--- src/logic/asf_pkg.sv ---
// ****************************************************************
// Shared constants for the strobed FIFO controller
// ****************************************************************
package asf_pkg;
   // Data word width on the pins
   localparam int WORD_W = 9;
   // Timing figures in ns for the slowest speed grade
   localparam int CLK_NS = 8;
   localparam int T_PULSE_NS = 65;   // Strobe / clear / replay low width
   localparam int T_RECOV_NS = 15;   // Recovery high time after a strobe
   localparam int T_SETUP_NS = 65;   // Strobes high before clear falls
   localparam int T_ACCESS_NS = 65;  // Read access time
   localparam int T_FLAG_NS = 80;    // Flag settle after clear or replay
   // Cycle counts, least times rounded up
   localparam int PULSE_CYC = (T_PULSE_NS + CLK_NS - 1) / CLK_NS;
   localparam int RECOV_CYC = (T_RECOV_NS + CLK_NS - 1) / CLK_NS;
   localparam int SETUP_CYC = (T_SETUP_NS + CLK_NS - 1) / CLK_NS;
   localparam int ACCESS_CYC = (T_ACCESS_NS + CLK_NS - 1) / CLK_NS;
   localparam int FLAG_CYC = (T_FLAG_NS + CLK_NS - 1) / CLK_NS;
   // Width of the phase timer
   localparam int TMR_W = 5;
   // Controller states
   typedef enum logic [2:0] {
      ASF_IDLE, ASF_SETUP, ASF_LOW, ASF_RECOV
   } asf_state_t;
   // Operation kinds
   typedef enum logic [1:0] {
      ASF_OP_CLEAR, ASF_OP_WRITE, ASF_OP_READ, ASF_OP_REPLAY
   } asf_op_t;
endpackage

--- src/logic/asf_sync.sv ---
`timescale 1ns/10ps
`default_nettype none
// ****************************************************************
// Two-stage synchroniser for pin inputs
// ****************************************************************
module asf_sync #(
   parameter int W = 1,
   parameter logic [W-1:0] INIT = '0
) (
   input wire logic ref_clk,
   input wire logic reset_n,
   input wire logic [W-1:0] pin_in,
   output logic [W-1:0] sync_out
);
   logic [W-1:0] meta_q;  // First stage, read only by second stage
   // Both stages reset to the INIT value chosen by the parent
   always_ff @(posedge ref_clk or negedge reset_n) begin
      if (!reset_n) begin
         meta_q <= INIT;
         sync_out <= INIT;
      end else begin
         meta_q <= pin_in;
         sync_out <= meta_q;
      end
   end
endmodule
`default_nettype wire

--- src/logic/asf_ctrl.sv ---
`timescale 1ns/10ps
`default_nettype none
// What this block does
// - Issue master clear before any access
// - Strobes high before and after clear
// - Write data held around strobe rise
// - Strobes high during and after replay
// - Standalone: chain grounded, lead high
// - Depth ring: lead low first part
module asf_ctrl
   import asf_pkg::*;
#(
   parameter int WIDTH = asf_pkg::WORD_W,
   parameter bit DEPTH_MODE = 1'b0,   // Part sits in a depth ring
   parameter bit LEAD_PART = 1'b1     // First part of a depth ring
) (
   input wire logic ref_clk,
   input wire logic reset_n,
   // User side
   input wire logic cmd_valid,
   input wire asf_pkg::asf_op_t cmd_op,
   input wire logic [WIDTH-1:0] cmd_wdata,
   output logic cmd_ready,
   output logic rsp_valid,
   output logic [WIDTH-1:0] rsp_rdata,
   output logic rsp_wdrop,
   output logic cleared,
   output logic empty_n,
   output logic half_n,
   output logic full_n,
   // Device pins
   output logic master_clear_n,
   output logic write_n,
   output logic read_n,
   output logic replay_n,
   output logic [WIDTH-1:0] write_word,
   input wire logic [WIDTH-1:0] read_word,
   input wire logic empty_flag_n,
   input wire logic half_flag_n,
   input wire logic full_flag_n,
   output logic lead_device_sel_n,
   output logic chain_in_tie_n
);
   import asf_pkg::*;

   // ****************************************************************
   // Pin synchronisers
   // ****************************************************************
   logic [WIDTH+2:0] pins_s;   // Flags and data after two flops
   // Reset shows an empty buffer: empty low, half and full high
   asf_sync #(.W(WIDTH+3), .INIT({3'h3, {WIDTH{1'b0}}})) u_sync (
      .ref_clk(ref_clk),
      .reset_n(reset_n),
      .pin_in({empty_flag_n, half_flag_n, full_flag_n, read_word}),
      .sync_out(pins_s)
   );
   wire logic ef_s = pins_s[WIDTH+2];
   wire logic hf_s = pins_s[WIDTH+1];
   wire logic ff_s = pins_s[WIDTH];
   wire logic [WIDTH-1:0] rd_s = pins_s[WIDTH-1:0];

   // ****************************************************************
   // State and timer
   // ****************************************************************
   asf_state_t state_q, state_d;
   asf_op_t op_q;                 // Operation in flight
   logic [TMR_W-1:0] tmr_q, tmr_d;
   logic cleared_q;               // A clear has completed
   logic skip_q;                  // Write/read refused by flag
   logic [WIDTH-1:0] wdata_q;
   logic [WIDTH-1:0] rdata_q;
   logic rsp_valid_q, wdrop_q;

   // Mode straps: lead select low only on ring leader
   assign lead_device_sel_n = DEPTH_MODE ? !LEAD_PART : 1'b1;
   assign chain_in_tie_n = 1'b0;  // Standalone grounds chain input

   // Gate requests: nothing but clear until first clear is done
   wire logic is_clear = (cmd_op == ASF_OP_CLEAR);
   wire logic replay_off = DEPTH_MODE && (cmd_op == ASF_OP_REPLAY);
   wire logic op_ok = is_clear || (cleared_q && !replay_off);
   assign cmd_ready = (state_q == ASF_IDLE) && op_ok;
   wire logic take = cmd_valid && cmd_ready;
   // Refusal on flags sampled at start
   wire logic refuse_w = (cmd_op == ASF_OP_WRITE) && !ff_s;
   wire logic refuse_r = (cmd_op == ASF_OP_READ) && !ef_s;
   wire logic tmr_done = (tmr_q == '0);

   // Phase lengths per operation
   wire logic [TMR_W-1:0] low_len = TMR_W'(op_q == ASF_OP_READ ? ACCESS_CYC : PULSE_CYC);
   wire logic [TMR_W-1:0] rec_len = TMR_W'((op_q == ASF_OP_WRITE || op_q == ASF_OP_READ)
                                           ? RECOV_CYC : FLAG_CYC);

   // Next-state logic
   always_comb begin
      state_d = state_q;
      tmr_d = tmr_done ? tmr_q : tmr_q - TMR_W'(1);
      case (state_q)
         ASF_IDLE: begin
            // Strobes are already high; setup counted before clear falls
            if (take) begin
               state_d = ASF_SETUP;
               tmr_d = TMR_W'(is_clear ? SETUP_CYC : 1);
            end
         end
         ASF_SETUP: begin
            if (tmr_done) begin
               state_d = skip_q ? ASF_IDLE : ASF_LOW;
               tmr_d = low_len;
            end
         end
         ASF_LOW: begin
            if (tmr_done) begin
               state_d = ASF_RECOV;
               tmr_d = rec_len;
            end
         end
         default: begin
            if (tmr_done) state_d = ASF_IDLE;
         end
      endcase
   end

   // ****************************************************************
   // Registers
   // ****************************************************************
   // Latch the operation on accept
   always_ff @(posedge ref_clk or negedge reset_n) begin
      if (!reset_n) begin
         state_q <= ASF_IDLE;
         op_q <= ASF_OP_CLEAR;
         tmr_q <= '0;
         skip_q <= 1'b0;
         wdata_q <= '0;
      end else begin
         state_q <= state_d;
         tmr_q <= tmr_d;
         if (take) begin
            op_q <= cmd_op;
            skip_q <= refuse_w || refuse_r;
            wdata_q <= cmd_wdata;
         end
      end
   end

   // Completion pulses and read capture at end of access time
   wire logic finish = (state_q == ASF_RECOV) && tmr_done;
   wire logic cap_rd = (state_q == ASF_LOW) && tmr_done && (op_q == ASF_OP_READ);
   wire logic skip_end = (state_q == ASF_SETUP) && tmr_done && skip_q;
   always_ff @(posedge ref_clk or negedge reset_n) begin
      if (!reset_n) begin
         rdata_q <= '0;
         rsp_valid_q <= 1'b0;
         wdrop_q <= 1'b0;
         cleared_q <= 1'b0;
      end else begin
         if (cap_rd) rdata_q <= rd_s;  // Data valid after access time
         rsp_valid_q <= finish || skip_end;
         wdrop_q <= skip_end && (op_q == ASF_OP_WRITE);
         if (finish && op_q == ASF_OP_CLEAR) cleared_q <= 1'b1;
      end
   end

   // ****************************************************************
   // Pin drive
   // ****************************************************************
   wire logic low_ph = (state_q == ASF_LOW);
   assign master_clear_n = !(low_ph && op_q == ASF_OP_CLEAR);
   assign write_n = !(low_ph && op_q == ASF_OP_WRITE);
   assign read_n = !(low_ph && op_q == ASF_OP_READ);
   assign replay_n = !(low_ph && op_q == ASF_OP_REPLAY);
   assign write_word = wdata_q;  // Held through whole write and recovery
   assign rsp_valid = rsp_valid_q;
   assign rsp_rdata = rdata_q;
   assign rsp_wdrop = wdrop_q;
   assign cleared = cleared_q;
   assign empty_n = ef_s;
   assign half_n = DEPTH_MODE ? 1'b1 : hf_s;
   assign full_n = ff_s;

   // ****************************************************************
   // Checks
   // ****************************************************************
   a_early_access: assert property (@(posedge ref_clk) disable iff (!reset_n)
      !cleared_q |-> (write_n && read_n && replay_n))
      else $error("access before master clear");
   a_strobes_clr: assert property (@(posedge ref_clk) disable iff (!reset_n)
      !master_clear_n |-> (write_n && read_n))
      else $error("strobe low during clear");
   a_clr_recovery: assert property (@(posedge ref_clk) disable iff (!reset_n)
      $rose(master_clear_n) |-> (write_n && read_n)[*2])
      else $error("strobe too soon after clear");
   a_replay_quiet: assert property (@(posedge ref_clk) disable iff (!reset_n)
      $rose(replay_n) |-> (write_n && read_n)[*2])
      else $error("strobe during replay recovery");
   a_wr_data_hold: assert property (@(posedge ref_clk) disable iff (!reset_n)
      !write_n |=> $stable(write_word))
      else $error("write data moved");
   a_no_write_full: assert property (@(posedge ref_clk) disable iff (!reset_n)
      take && cmd_op == ASF_OP_WRITE && !ff_s |-> ##1 write_n [*3])
      else $error("write to full buffer");
   a_no_read_empty: assert property (@(posedge ref_clk) disable iff (!reset_n)
      take && cmd_op == ASF_OP_READ && !ef_s |-> ##1 read_n [*3])
      else $error("read from empty buffer");
   // Replay only outside a depth ring, after a clear, with both strobes high
   a_depth_no_replay: assert property (@(posedge ref_clk) disable iff (!reset_n)
      !replay_n |-> (!DEPTH_MODE && cleared_q && write_n && read_n))
      else $error("replay in depth mode");
   a_low_width: assert property (@(posedge ref_clk) disable iff (!reset_n)
      $fell(write_n) |-> !write_n [*8])
      else $error("write pulse too short");
   c_clear: cover property (@(posedge ref_clk) $rose(cleared_q));
   c_write: cover property (@(posedge ref_clk) $fell(write_n));
   c_read: cover property (@(posedge ref_clk) $fell(read_n));
   c_replay: cover property (@(posedge ref_clk) $fell(replay_n));
endmodule
`default_nettype wire

--- config.mk ---
export PLATFORM = sky130hd
export DESIGN_NAME = asf_ctrl
export DESIGN_NICKNAME = d
export VERILOG_FILES = /design/src/logic/asf_pkg.sv /design/src/logic/asf_sync.sv /design/src/logic/asf_ctrl.sv
export SDC_FILE = /design/constraint.sdc
export NUM_CORES = 1
export LEC_CHECK = 0
export BUFFER_PORTS_ARGS = -buffer_cell sky130_fd_sc_hd__buf_2
export CORE_MARGIN = 5
export CORE_UTILIZATION = 43
export CTS_BUF_LIST = sky130_fd_sc_hd__clkbuf_16
export CTS_CLUSTER_DIAMETER = 60
export CTS_CLUSTER_SIZE = 12
export DETAILED_ROUTE_END_ITERATION = 8
export PLACE_DENSITY = 0.68
export SLEW_MARGIN = 10
export SYNTH_ARGS = -nofsm -noshare
export SYNTH_HDL_FRONTEND = slang
export SYNTH_SLANG_ARGS = --single-unit
--- constraint.sdc ---
create_clock -name ref_clk -period 3.4 [get_ports ref_clk]
set_input_delay 0.34 -clock ref_clk [delete_from_list [all_inputs] [get_ports ref_clk]]
set_output_delay 0.34 -clock ref_clk [all_outputs]
set_load 0.01 [all_outputs]
* Word level (Yosys, flattened, before mapping)
Index checks and enable logic that the tools add are counted.
** Word-level totals
- Bits in registers :: 56
- Latch bits :: 0
- Memory bits (writable) :: 0
- Bits in read-only memories :: 0
- Bits of input ports :: 26
- Memories :: 0
** Operators by class
- Add/sub/neg operators :: 1
- $mul :: 0
- Div/mod/pow operators :: 0
- Magnitude comparators :: 0
- Equal/unequal tests :: 11
- Shifts and indexed selects :: 0
- Muxes and demuxes :: 13
- Bitwise gates (word level) :: 0
- Reduce and logical (&&, ||, !) cells :: 31
** Operator list (number)
- $mux W5 :: 4
- $logic_and A1 B1 Y1 :: 15
- $pmux W5 S3 :: 1
- $mux W3 :: 4
- $pmux W3 S3 :: 1
- $mux W4 :: 2
- $eq A2 B2 Y1 const B :: 3
- $eq A3 B2 Y1 const B :: 2
- $logic_not A1 Y1 :: 6
- $ne A2 B2 Y1 const B :: 3
- $logic_not A5 Y1 :: 1
- $sub A5 B1 Y5 const B :: 1
- $eq A2 B1 Y1 const B :: 2
- $logic_not A2 Y1 :: 2
- $logic_or A1 B1 Y1 :: 4
- $reduce_and A4 Y1 :: 1
- $eq A3 B1 Y1 const B :: 1
- $logic_not A3 Y1 :: 1
- $mux W2 :: 1
- $reduce_bool A2 Y1 :: 1

* Logic depth before layout (Yosys ltp)
Gate-level depths: netlist (run 1).
- Word-level depth :: 6
- Mapped depth :: 9

* Cells and area by module
Synthesis (run 1) repeated with hierarchy kept, for this count alone.
** Second synthesis, totals
- Cells, all modules :: 143
- Area, all modules :: 2100.8 sq um
** Modules (own cells, without submodules)
- asf_ctrl :: instances 1, cells each 119, area an instance 1495.2 sq um, sequential area each 775.7 sq um
- asf_sync :: instances 1, cells each 24, area an instance 605.6 sq um, sequential area each 605.6 sq um

* Least setup slack after synthesis (run 1)
Ideal clock, no wire load.
- Path kind :: reg2reg
- Start point :: register tmr_q[0]
- End point :: register rdata_q[0], in the netlist rsp_rdata[0]
- Setup time :: 125 ps
- Data arrival time :: 1752 ps
- Data required time :: 3275 ps
- Slack :: 1523 ps
- Cell stages (with the launch flop) :: 8
- Path buffers :: 0
- Cells stage by stage :: dfrtp_1 inv_1 ha_1 or3b_4 nor2_8 inv_4 nor2_8 mux2_4
** On the way
- Word-level cells in the longest chain between the ends :: 3
** Ends and longest elaborated chain
- from (decl) :: line asf_ctrl.sv:67 : logic [TMR_W-1:0] tmr_q, tmr_d;
- from (signal assigned) :: line asf_ctrl.sv:137 : tmr_q <= tmr_d;
- $logic_not A5 Y1 :: line asf_ctrl.sv:87 : wire logic tmr_done = (tmr_q == '0);
- $logic_and A1 B1 Y1 (2 in a row) :: line asf_ctrl.sv:148 : wire logic cap_rd = (state_q == ASF_LOW) && tmr_done && (op_q == ASF_OP_READ);
- to (signal assigned) :: line asf_ctrl.sv:157 : if (cap_rd) rdata_q <= rd_s;
- to (decl) :: line asf_ctrl.sv:71 : logic [WIDTH-1:0] rdata_q;
Every way passes these cells.
A chain may end at the register's enable or synchronous reset.

* Worst setup path in the final report (run 1)
- Start point :: register tmr_q[0]
- End point :: register rdata_q[7], in the netlist rsp_rdata[7]
The elaborated chain is that of the path after synthesis.

==> results by group, run 1 <==
Drt
  – DRT Pass-1 Iters: 4
  – Overall routed net length: between 3000 and 4000 microns
  – Final ANT Viol Nets: 0
  – Via Count: 1360
  – DR vias/cell: 4.61
  – Wire per inst: 13.2 microns
  – Iter 0 DRT Violations: 60
  – DRC errors left: 0

Timing
  – Relative slew slack: between 50% and 60%
  – Unrepaired setup endpoints after global routing: false
  – Slew @ Worst Pin: 601 ps
  – Setup TNS: 0 ps
  – Post-route clock skew: 5.28 ps
  – Crit path time final: slightly above 2000 ps
  – Final hold violations: 0
  – Hold_ws: roughly 49 ps
  – Final Max Tran Viols: 0
  – Fmax: a little under 500 MHz
  – Count of final setup violators: 0
  – Final Cycle Share: between 50% and 60%

GRT
  – Total track usage: between 10 and 15%
  – Grt ovf: 0
  – Largest net degree at the start of global routing: 29
  – Initial antenna violation count: 0
  – Number of global-route vias before repair: ~1500
  – First-pass GRT wire length: ~6800 microns

Setup path
  – Req. time, crit path: about 3600 ps
  – Critical Path End Type: flop
  – Max incr delay on CP: between 400 and 500 ps
  – CP max FO: 9
  – CP Cell Sequence: inv_1 > ha_1 > or3b_4 > nor2_8 > inv_4 > nor2_8 > mux2_4
  – Delay-heaviest family, CP: simple AND/OR/NAND/NOR gates
  – CP max stage cell: or3b_4
  – CP startpoint kind: flop
  – Worst EP arrival: approximately 2200 ps
  – Type of the worst setup path: flop to flop
  – Top cell by count, worst path: nor2_8
  – R2R Setup Slk: 1390 ps
  – Buf+Inv Stages, Crit Path: 2

Clock network
  – CTS Sinks: 55
  – CTS resizes: 0
  – CTS tree: built
  – Hold buffers post-CTS: 0
  – Num CTS Buffers: 5
  – Clk slew on worst S/H paths: 70 ps
  – H-tree levels: 2
  – Clk buf depth: 2
  – Post-CTS Repair Setup Buffers: 0
  – Root Driver: clkbuf_16
  – Worst-skew pair later-pin latency: about 290 ps

Floorplan
  – Die height: 80.5 microns
  – Die area: approximately 0.0065 sq mm
  – Die width: slightly above 80 microns
  – Initial Utilization: 44.6%
  – Rows: 25
  – Total I/O pin count: 57
  – Placeable core area: roughly 0.0048 sq mm

Logic synthesis
  – Syn nets: between 200 and 250
  – Synth cell types: 32
  – Top cells by count, synth: 51 x dfrtp_1, 38 x nand2_1, 9 x mux2_4, 7 x ha_1, 7 x inv_1
  – Syn_area_per_cell: 12.4 sq um
  – Count leader, synth: dfrtp_1
  – Synth area leaders: dfrtp_1 60%, nand2_1 6.7%, mux2_4 6.3%
  – Asr flop ratio synth: 100%
  – Share of the yosys chip area belonging to registers: 64.7%
  – Yosys reg bits: 55
  – Area leader, netlist: dfrtp_1
  – Mapped cell area: about 0.0021 sq mm
  – Synth Warn #: 0
  – Main flop type after synthesis: dfrtp_1
  – Yosys top cell area share: between 50% and 60%
  – Number of flops mapped to enable cells by yosys: 0
  – Post-Syn Instances: ~170

Finish
  – Fin util: 54.5%
  – Layout cells sized above 1: 36.4%
  – Diodes inserted: 0
  – Final instance count without filler cells: around 300
  – Final nets: 260
  – Fillers: approximately 410
  – P&R area growth vs syn: 22.2%

Place
  – Routability cong.: between 0.7 and 0.8
  – Number of port buffers: between 50 and 60
  – Post-DP HPWL: between 2000 and 3000 microns
  – Dpl cells: around 290

Power
  – Static leakage: 1.35 nW
  – PwrDens: about 840 mW/mm^2
  – VDD IR max: roughly 460 uV

Status
  – Outcome: finished, final reports clean

Run
  – Max cap viols: 0

Hold path
  – Hold Crit Class: input pin to async pin
-- worst reg2reg max path: cells and delay by family, from the launching register on --
kind,cells,cell delay (ps)
adders and majority gates,1,190
DFF,1,410
muxes,1,330
buffers and inverters,2,170
and+or+nand+nor,3,810
-- flip-flops by register name, indices dropped and copies added, names as in the netlist --
register and count:
write_word 9, skip_q 1, op_q 2, rsp_rdata 9, rsp_valid 1, u_sync.sync_out 12, cleared 1, u_sync.meta_q 12
state_q 2, rsp_wdrop 1, tmr_q 5
-- logic make-up (layout without fill, tap and decap cells) --
| family | count (synthesis) | count (layout) | share of synthesized area, % |
|---|---|---|---|
| flip-flops | 55 | 55 | 64.7 |
| adder cells (fa/ha/maj) | 7 | 7 | 4.10 |
| buffers and inverters | 15 | 71 | 3.22 |
| AND/OR/NAND/NOR | 61 | 61 | 14.1 |
| multiplexers | 10 | 10 | 6.85 |
| AO/OA/AOI/OAI | 20 | 20 | 5.86 |
| other | 2 | 2 | 0.352 |
| XOR/XNOR | 2 | 2 | 0.820 |
-- report_power, final --
group | internal, mW | switching (mW) | total [mW] | leakage (nW)
Sequential | 0.836 | 0.138 | 0.974 | 0.674
Combinational | 0.343 | 0.363 | 0.706 | 0.605
Clock | 0.277 | 0.230 | 0.506 | 0.0717
Total | 1.46 | 0.731 | 2.19 | 1.35
-- cell type report --
class / instances / area [sq um] / share of cell area (%)
Sequential cell: 55 / 1380 / 52.9
Multi-Input combinational cell: 102 / 686 / 26.3
Clock inverter: 3 / 23.8 / 0.911
Inverter: 8 / 32.5 / 1.25
Tap cell: 67 / 83.8 / 3.21
Timing Repair Buffer: 55 / 278 / 10.6
Clock buffer: 5 / 125 / 4.79
-- layout by cell type (no fill, tap or decap) --
cell,instances
buf_2,54
dfrtp_1,51
nand2_1,38
mux2_4,9
inv_1,7
ha_1,7
a21oi_1,6
o21ai_0,6
nor2_1,5
clkbuf_16,5
nand3_1,4
dfstp_2,4
nor3_1,3
xnor2_1,2
o221ai_1,2
and3_1,2
nor2_8,2
o21a_1,2
a21boi_0,2
conb_1,2
o21bai_1,1
nor2b_1,1
or3b_4,1
inv_4,1
or2b_1,1
or2_2,1
and3_2,1
and2_1,1
nor3b_1,1
a41o_1,1
mux2_2,1
clkinvlp_4,1
inv_8,1
clkinv_2,1
buf_4,1
-- metal layers --
metal	share of wire, %	GRT usage, %	wire (microns)
met1	41	16.4	1610
met2	50	23.1	1970
met3	6.6	4.60	257
met4	1.6	5.24	61
met5	0	0	0
-- worst paths after layout --
kind	start	end	cells after the start
hold / removal	reset_n	rsp_rdata[6]	1
max in group asynchronous	reset_n	u_sync.meta_q[10]	2
min in group ref_clk	full_flag_n	u_sync.meta_q[9]	1
hold reg to reg	u_sync.meta_q[6]	u_sync.sync_out[6]	0
setup / recovery	tmr_q[0]	rsp_rdata[7]	7
setup reg to reg	tmr_q[0]	rsp_rdata[7]	7
-- through the flow --
| stage | cell area (sq um) | worst slack (ps) | power (mW) |
|---|---|---|---|
| after floorplan | 2140 | 1520 | 1.45 |
| after global placement | 2460 | 1450 | 1.68 |
| after detailed placement | 2460 | 1390 | 1.70 |
| after CTS | 2610 | 1370 | 2.22 |
| after global routing | 2610 | 1250 | 2.36 |
| final | 2610 | 1390 | 2.19 |
Note: power is estimated with default switching activity, not from simulation.
==> run 2: changes to the inputs <==
--- a/config.mk
+++ b/config.mk
@@ -5,6 +5,7 @@
 export SDC_FILE = /design/constraint.sdc
 export NUM_CORES = 1
 export LEC_CHECK = 0
+export ABC_AREA = 1
 export BUFFER_PORTS_ARGS = -buffer_cell sky130_fd_sc_hd__buf_2
 export CORE_MARGIN = 5
 export CORE_UTILIZATION = 43
@@ -12,7 +13,7 @@
 export CTS_CLUSTER_DIAMETER = 60
 export CTS_CLUSTER_SIZE = 12
 export DETAILED_ROUTE_END_ITERATION = 8
-export PLACE_DENSITY = 0.68
+export PLACE_DENSITY = 0.71
 export SLEW_MARGIN = 10
 export SYNTH_ARGS = -nofsm -noshare
 export SYNTH_HDL_FRONTEND = slang
==> constraint.sdc (replaced) <==
create_clock -name ref_clk -period 1.78 [get_ports ref_clk]
set_input_delay 0.178 -clock ref_clk [delete_from_list [all_inputs] [get_ports ref_clk]]
set_output_delay 0.178 -clock ref_clk [all_outputs]
set_load 0.01 [all_outputs]
==> results by group, run 2 <==
Setup path
  – Reg2reg start: tmr_q[0]
  – Worst EP arrival: 1800 ps
  – Req. time, crit path: between 1500 and 2000 ps
  – CP max FO: 4
  – Worst Reg-to-Reg Cells: 7
  – Type of the worst setup path: flop to flop
  – R2R Setup Slk: 180 ps
  – Critical Path End Type: flop
  – CP startpoint kind: flop
  – Reg-to-Reg End: tmr_q[0]

Logic synthesis
  – Syn nets: approximately 240
  – Mapped cell area: between 0.002 and 0.0025 sq mm
  – Post-Syn Instances: between 200 and 250
  – Count leader, synth: nand2_1
  – Yosys top cell area share: about 59%
  – Share of the yosys chip area belonging to registers: 64.1%
  – Synth area leaders: dfrtp_1 59%, nand2_1 13%, dfstp_2 4.9%
  – Area leader, netlist: dfrtp_1
  – Top cells by count, synth: 73 x nand2_1, 51 x dfrtp_1, 19 x inv_1, 10 x o21ai_1, 7 x ha_1
  – Syn_area_per_cell: 10.3 sq um
  – Synth Warn #: 0
  – Main flop type after synthesis: dfrtp_1
  – Asr flop ratio synth: 100%
  – Number of flops mapped to enable cells by yosys: 0
  – Synth cell types: 25
  – Yosys reg bits: 55

Floorplan
  – Total I/O pin count: 57
  – Die height: 80.8 microns
  – Die area: roughly 0.0065 sq mm
  – Placeable core area: 0.00479 sq mm
  – Rows: 25
  – Initial Utilization: between 40 and 50%
  – Die width: approximately 81 microns

Power
  – Static leakage: 1.51 nW
  – PwrDens: ~1500 mW/mm^2
  – Overall Power: ~4.1 mW
  – VDD IR max: between 800 and 900 uV

Run
  – Max cap viols: 0

GRT
  – Number of global-route vias before repair: approximately 1600
  – Initial antenna violation count: 0
  – First-pass GRT wire length: 7510 microns
  – Largest net degree at the start of global routing: 25
  – Grt ovf: 0
  – Total track usage: 15.2%

Place
  – Routability cong.: 0.836
  – Post-DP HPWL: between 3000 and 4000 microns
  – Number of port buffers: 54

Drt
  – DRC errors left: 0
  – Wire per inst: between 10 and 15 microns
  – Final ANT Viol Nets: 0
  – Iter 0 DRT Violations: approximately 130
  – DRT Pass-1 Iters: 4
  – Via Count: 1582
  – DR vias/cell: ~4.5
  – Overall routed net length: 4420 microns

Timing
  – Final hold violations: 0
  – Fmax: ~620 MHz
  – Unrepaired setup endpoints after global routing: false
  – Setup TNS: 0 ps
  – Post-route clock skew: around 8.3 ps
  – Count of final setup violators: 0
  – Slew @ Worst Pin: 542 ps
  – Final Cycle Share: 90.0%
  – Final Max Tran Viols: 0
  – Relative slew slack: ~64%
  – Crit path time final: between 1500 and 2000 ps

Finish
  – Diodes inserted: 0
  – Most common cell after layout, fill and taps aside: nand2_1
  – Fillers: between 300 and 400
  – Layout cells sized above 1: 29.0%
  – Leading cell types in the layout, fill and taps excluded: 73 x nand2_1, 54 x buf_2, 51 x dfrtp_1
  – P&R area growth vs syn: 28.9%
  – Largest registers: u_sync.meta_q (12), u_sync.sync_out (12)
  – Final nets: between 300 and 400

Clock network
  – Clk buf depth: 2
  – H-tree levels: 2
  – CTS Sinks: 55
  – Root Driver: clkbuf_16
  – Clk slew on worst S/H paths: roughly 70 ps
  – Num CTS Buffers: 5
  – CTS tree: built
  – Worst-skew pair later-pin latency: a little under 300 ps

Hold path
  – Hold_sp: read_word[7]
  – WHS Path Cells: 1
  – Hold Crit Class: input pin to flop
  – Hold Path End: u_sync.meta_q[7]

Status
  – Outcome: finished, final reports clean
==> run 2: cell types whose count changed after synthesis, sizes merged, moves of 3 or more <==
| cell | previous run | this run |
|---|---|---|
| mux2 | 10 | 0 |
| buf | 4 | 7 |
| and3 | 3 | 0 |
| nand2 | 38 | 74 |
| inv | 8 | 22 |
| nand4 | 0 | 5 |
| clkbuf | 3 | 0 |
| a21oi | 6 | 2 |
| o21ai | 6 | 15 |
| nor3 | 3 | 0 |
| nand3 | 4 | 7 |
==> run 2: cell type report <==
cell class | count | area [sq um] | share of cell area [%]
Inverter | 22 | 82.6 | 2.98
Clock inverter | 3 | 20.0 | 0.721
Tap cell | 67 | 83.8 | 3.02
Sequential cell | 55 | 1380 | 49.8
Clock buffer | 5 | 125 | 4.51
Multi-Input combinational cell | 126 | 634 | 22.9
Timing Repair Buffer | 72 | 448 | 16.1
==> run 2: layer usage <==
metal  global-route usage, %  up-vias  wire length, microns
met1                    19.5      739                  1950
met4                    5.57        0                    51
met3                    4.88        5                   257
li1                        -      796                     -
met5                       0        -                     0
met2                    24.1       42                  2160
==> run 2: cell families (layout without fill, tap and decap cells) <==
logic type                 count (synthesis)  count (layout)  synth area share (%)
other                                      2               2                 0.349
AOI/OAI and AO/OA                         20              20                  5.23
buffers and inverters                     29             102                  6.39
xor gates and xnor gates                   1               1                 0.407
adders and majority gates                  7               7                  4.07
DFF                                       55              55                  64.1
and+or+nand+nor                           96              96                  19.4
==> run 2: worst max-delay path by stage <==
stage	to	start	slack (ps)	depth (start not counted)
5_1_grt	tmr_q[0]	tmr_q[0]	40	6
3_3_place_gp	tmr_q[3]	tmr_q[0]	340	10
2_1_floorplan	tmr_q[0]	tmr_q[0]	90	8
4_1_cts	read_n	state_q[1]	170	4
3_5_place_dp	tmr_q[3]	tmr_q[0]	240	10
6_report	tmr_q[0]	tmr_q[0]	180	7
==> run 2: what timing repair did <==
item / CTS / global route
hold buffers: 12 / 0
setup buffers: 0 / 0
hold endpoints to repair: 32 / 0
gates resized for setup: 0 / 0
==> run 2: per-stage QoR <==
| step | hold slack (ps) | util (%) | area, sq um | setup WS (ps) | instances |
|---|---|---|---|---|---|
| CTS | 1.93 | 58.0 | 2780 | 168 | 350 |
| finish | 4.36 | 58.0 | 2780 | 178 | 350 |
| global route | 0.365 | 58.0 | 2780 | 39.0 | 350 |
| detailed placement | 198 | 52.4 | 2510 | 236 | 330 |
| global placement | 192 | 52.4 | 2510 | 343 | 330 |
| floorplan | -118 | - | 2150 | 91.8 | 210 |
==> run 2: critical path, cell delays in order (launching register included) <==
cell and delay, ps:
dfrtp_1 390, inv_1 130, ha_1 260, nand3_2 130, ha_1 300, nor2_1 130
nand2_1 80, o2111ai_1 100
==> run 2: where the power goes <==
part | leakage, nW | total (mW) | internal [mW] | switching (mW)
logic | 0.758 | 1.41 | 0.534 | 0.873
registers | 0.678 | 1.71 | 1.54 | 0.178
clock network | 0.0716 | 0.952 | 0.521 | 0.430
total | 1.51 | 4.07 | 2.59 | 1.48
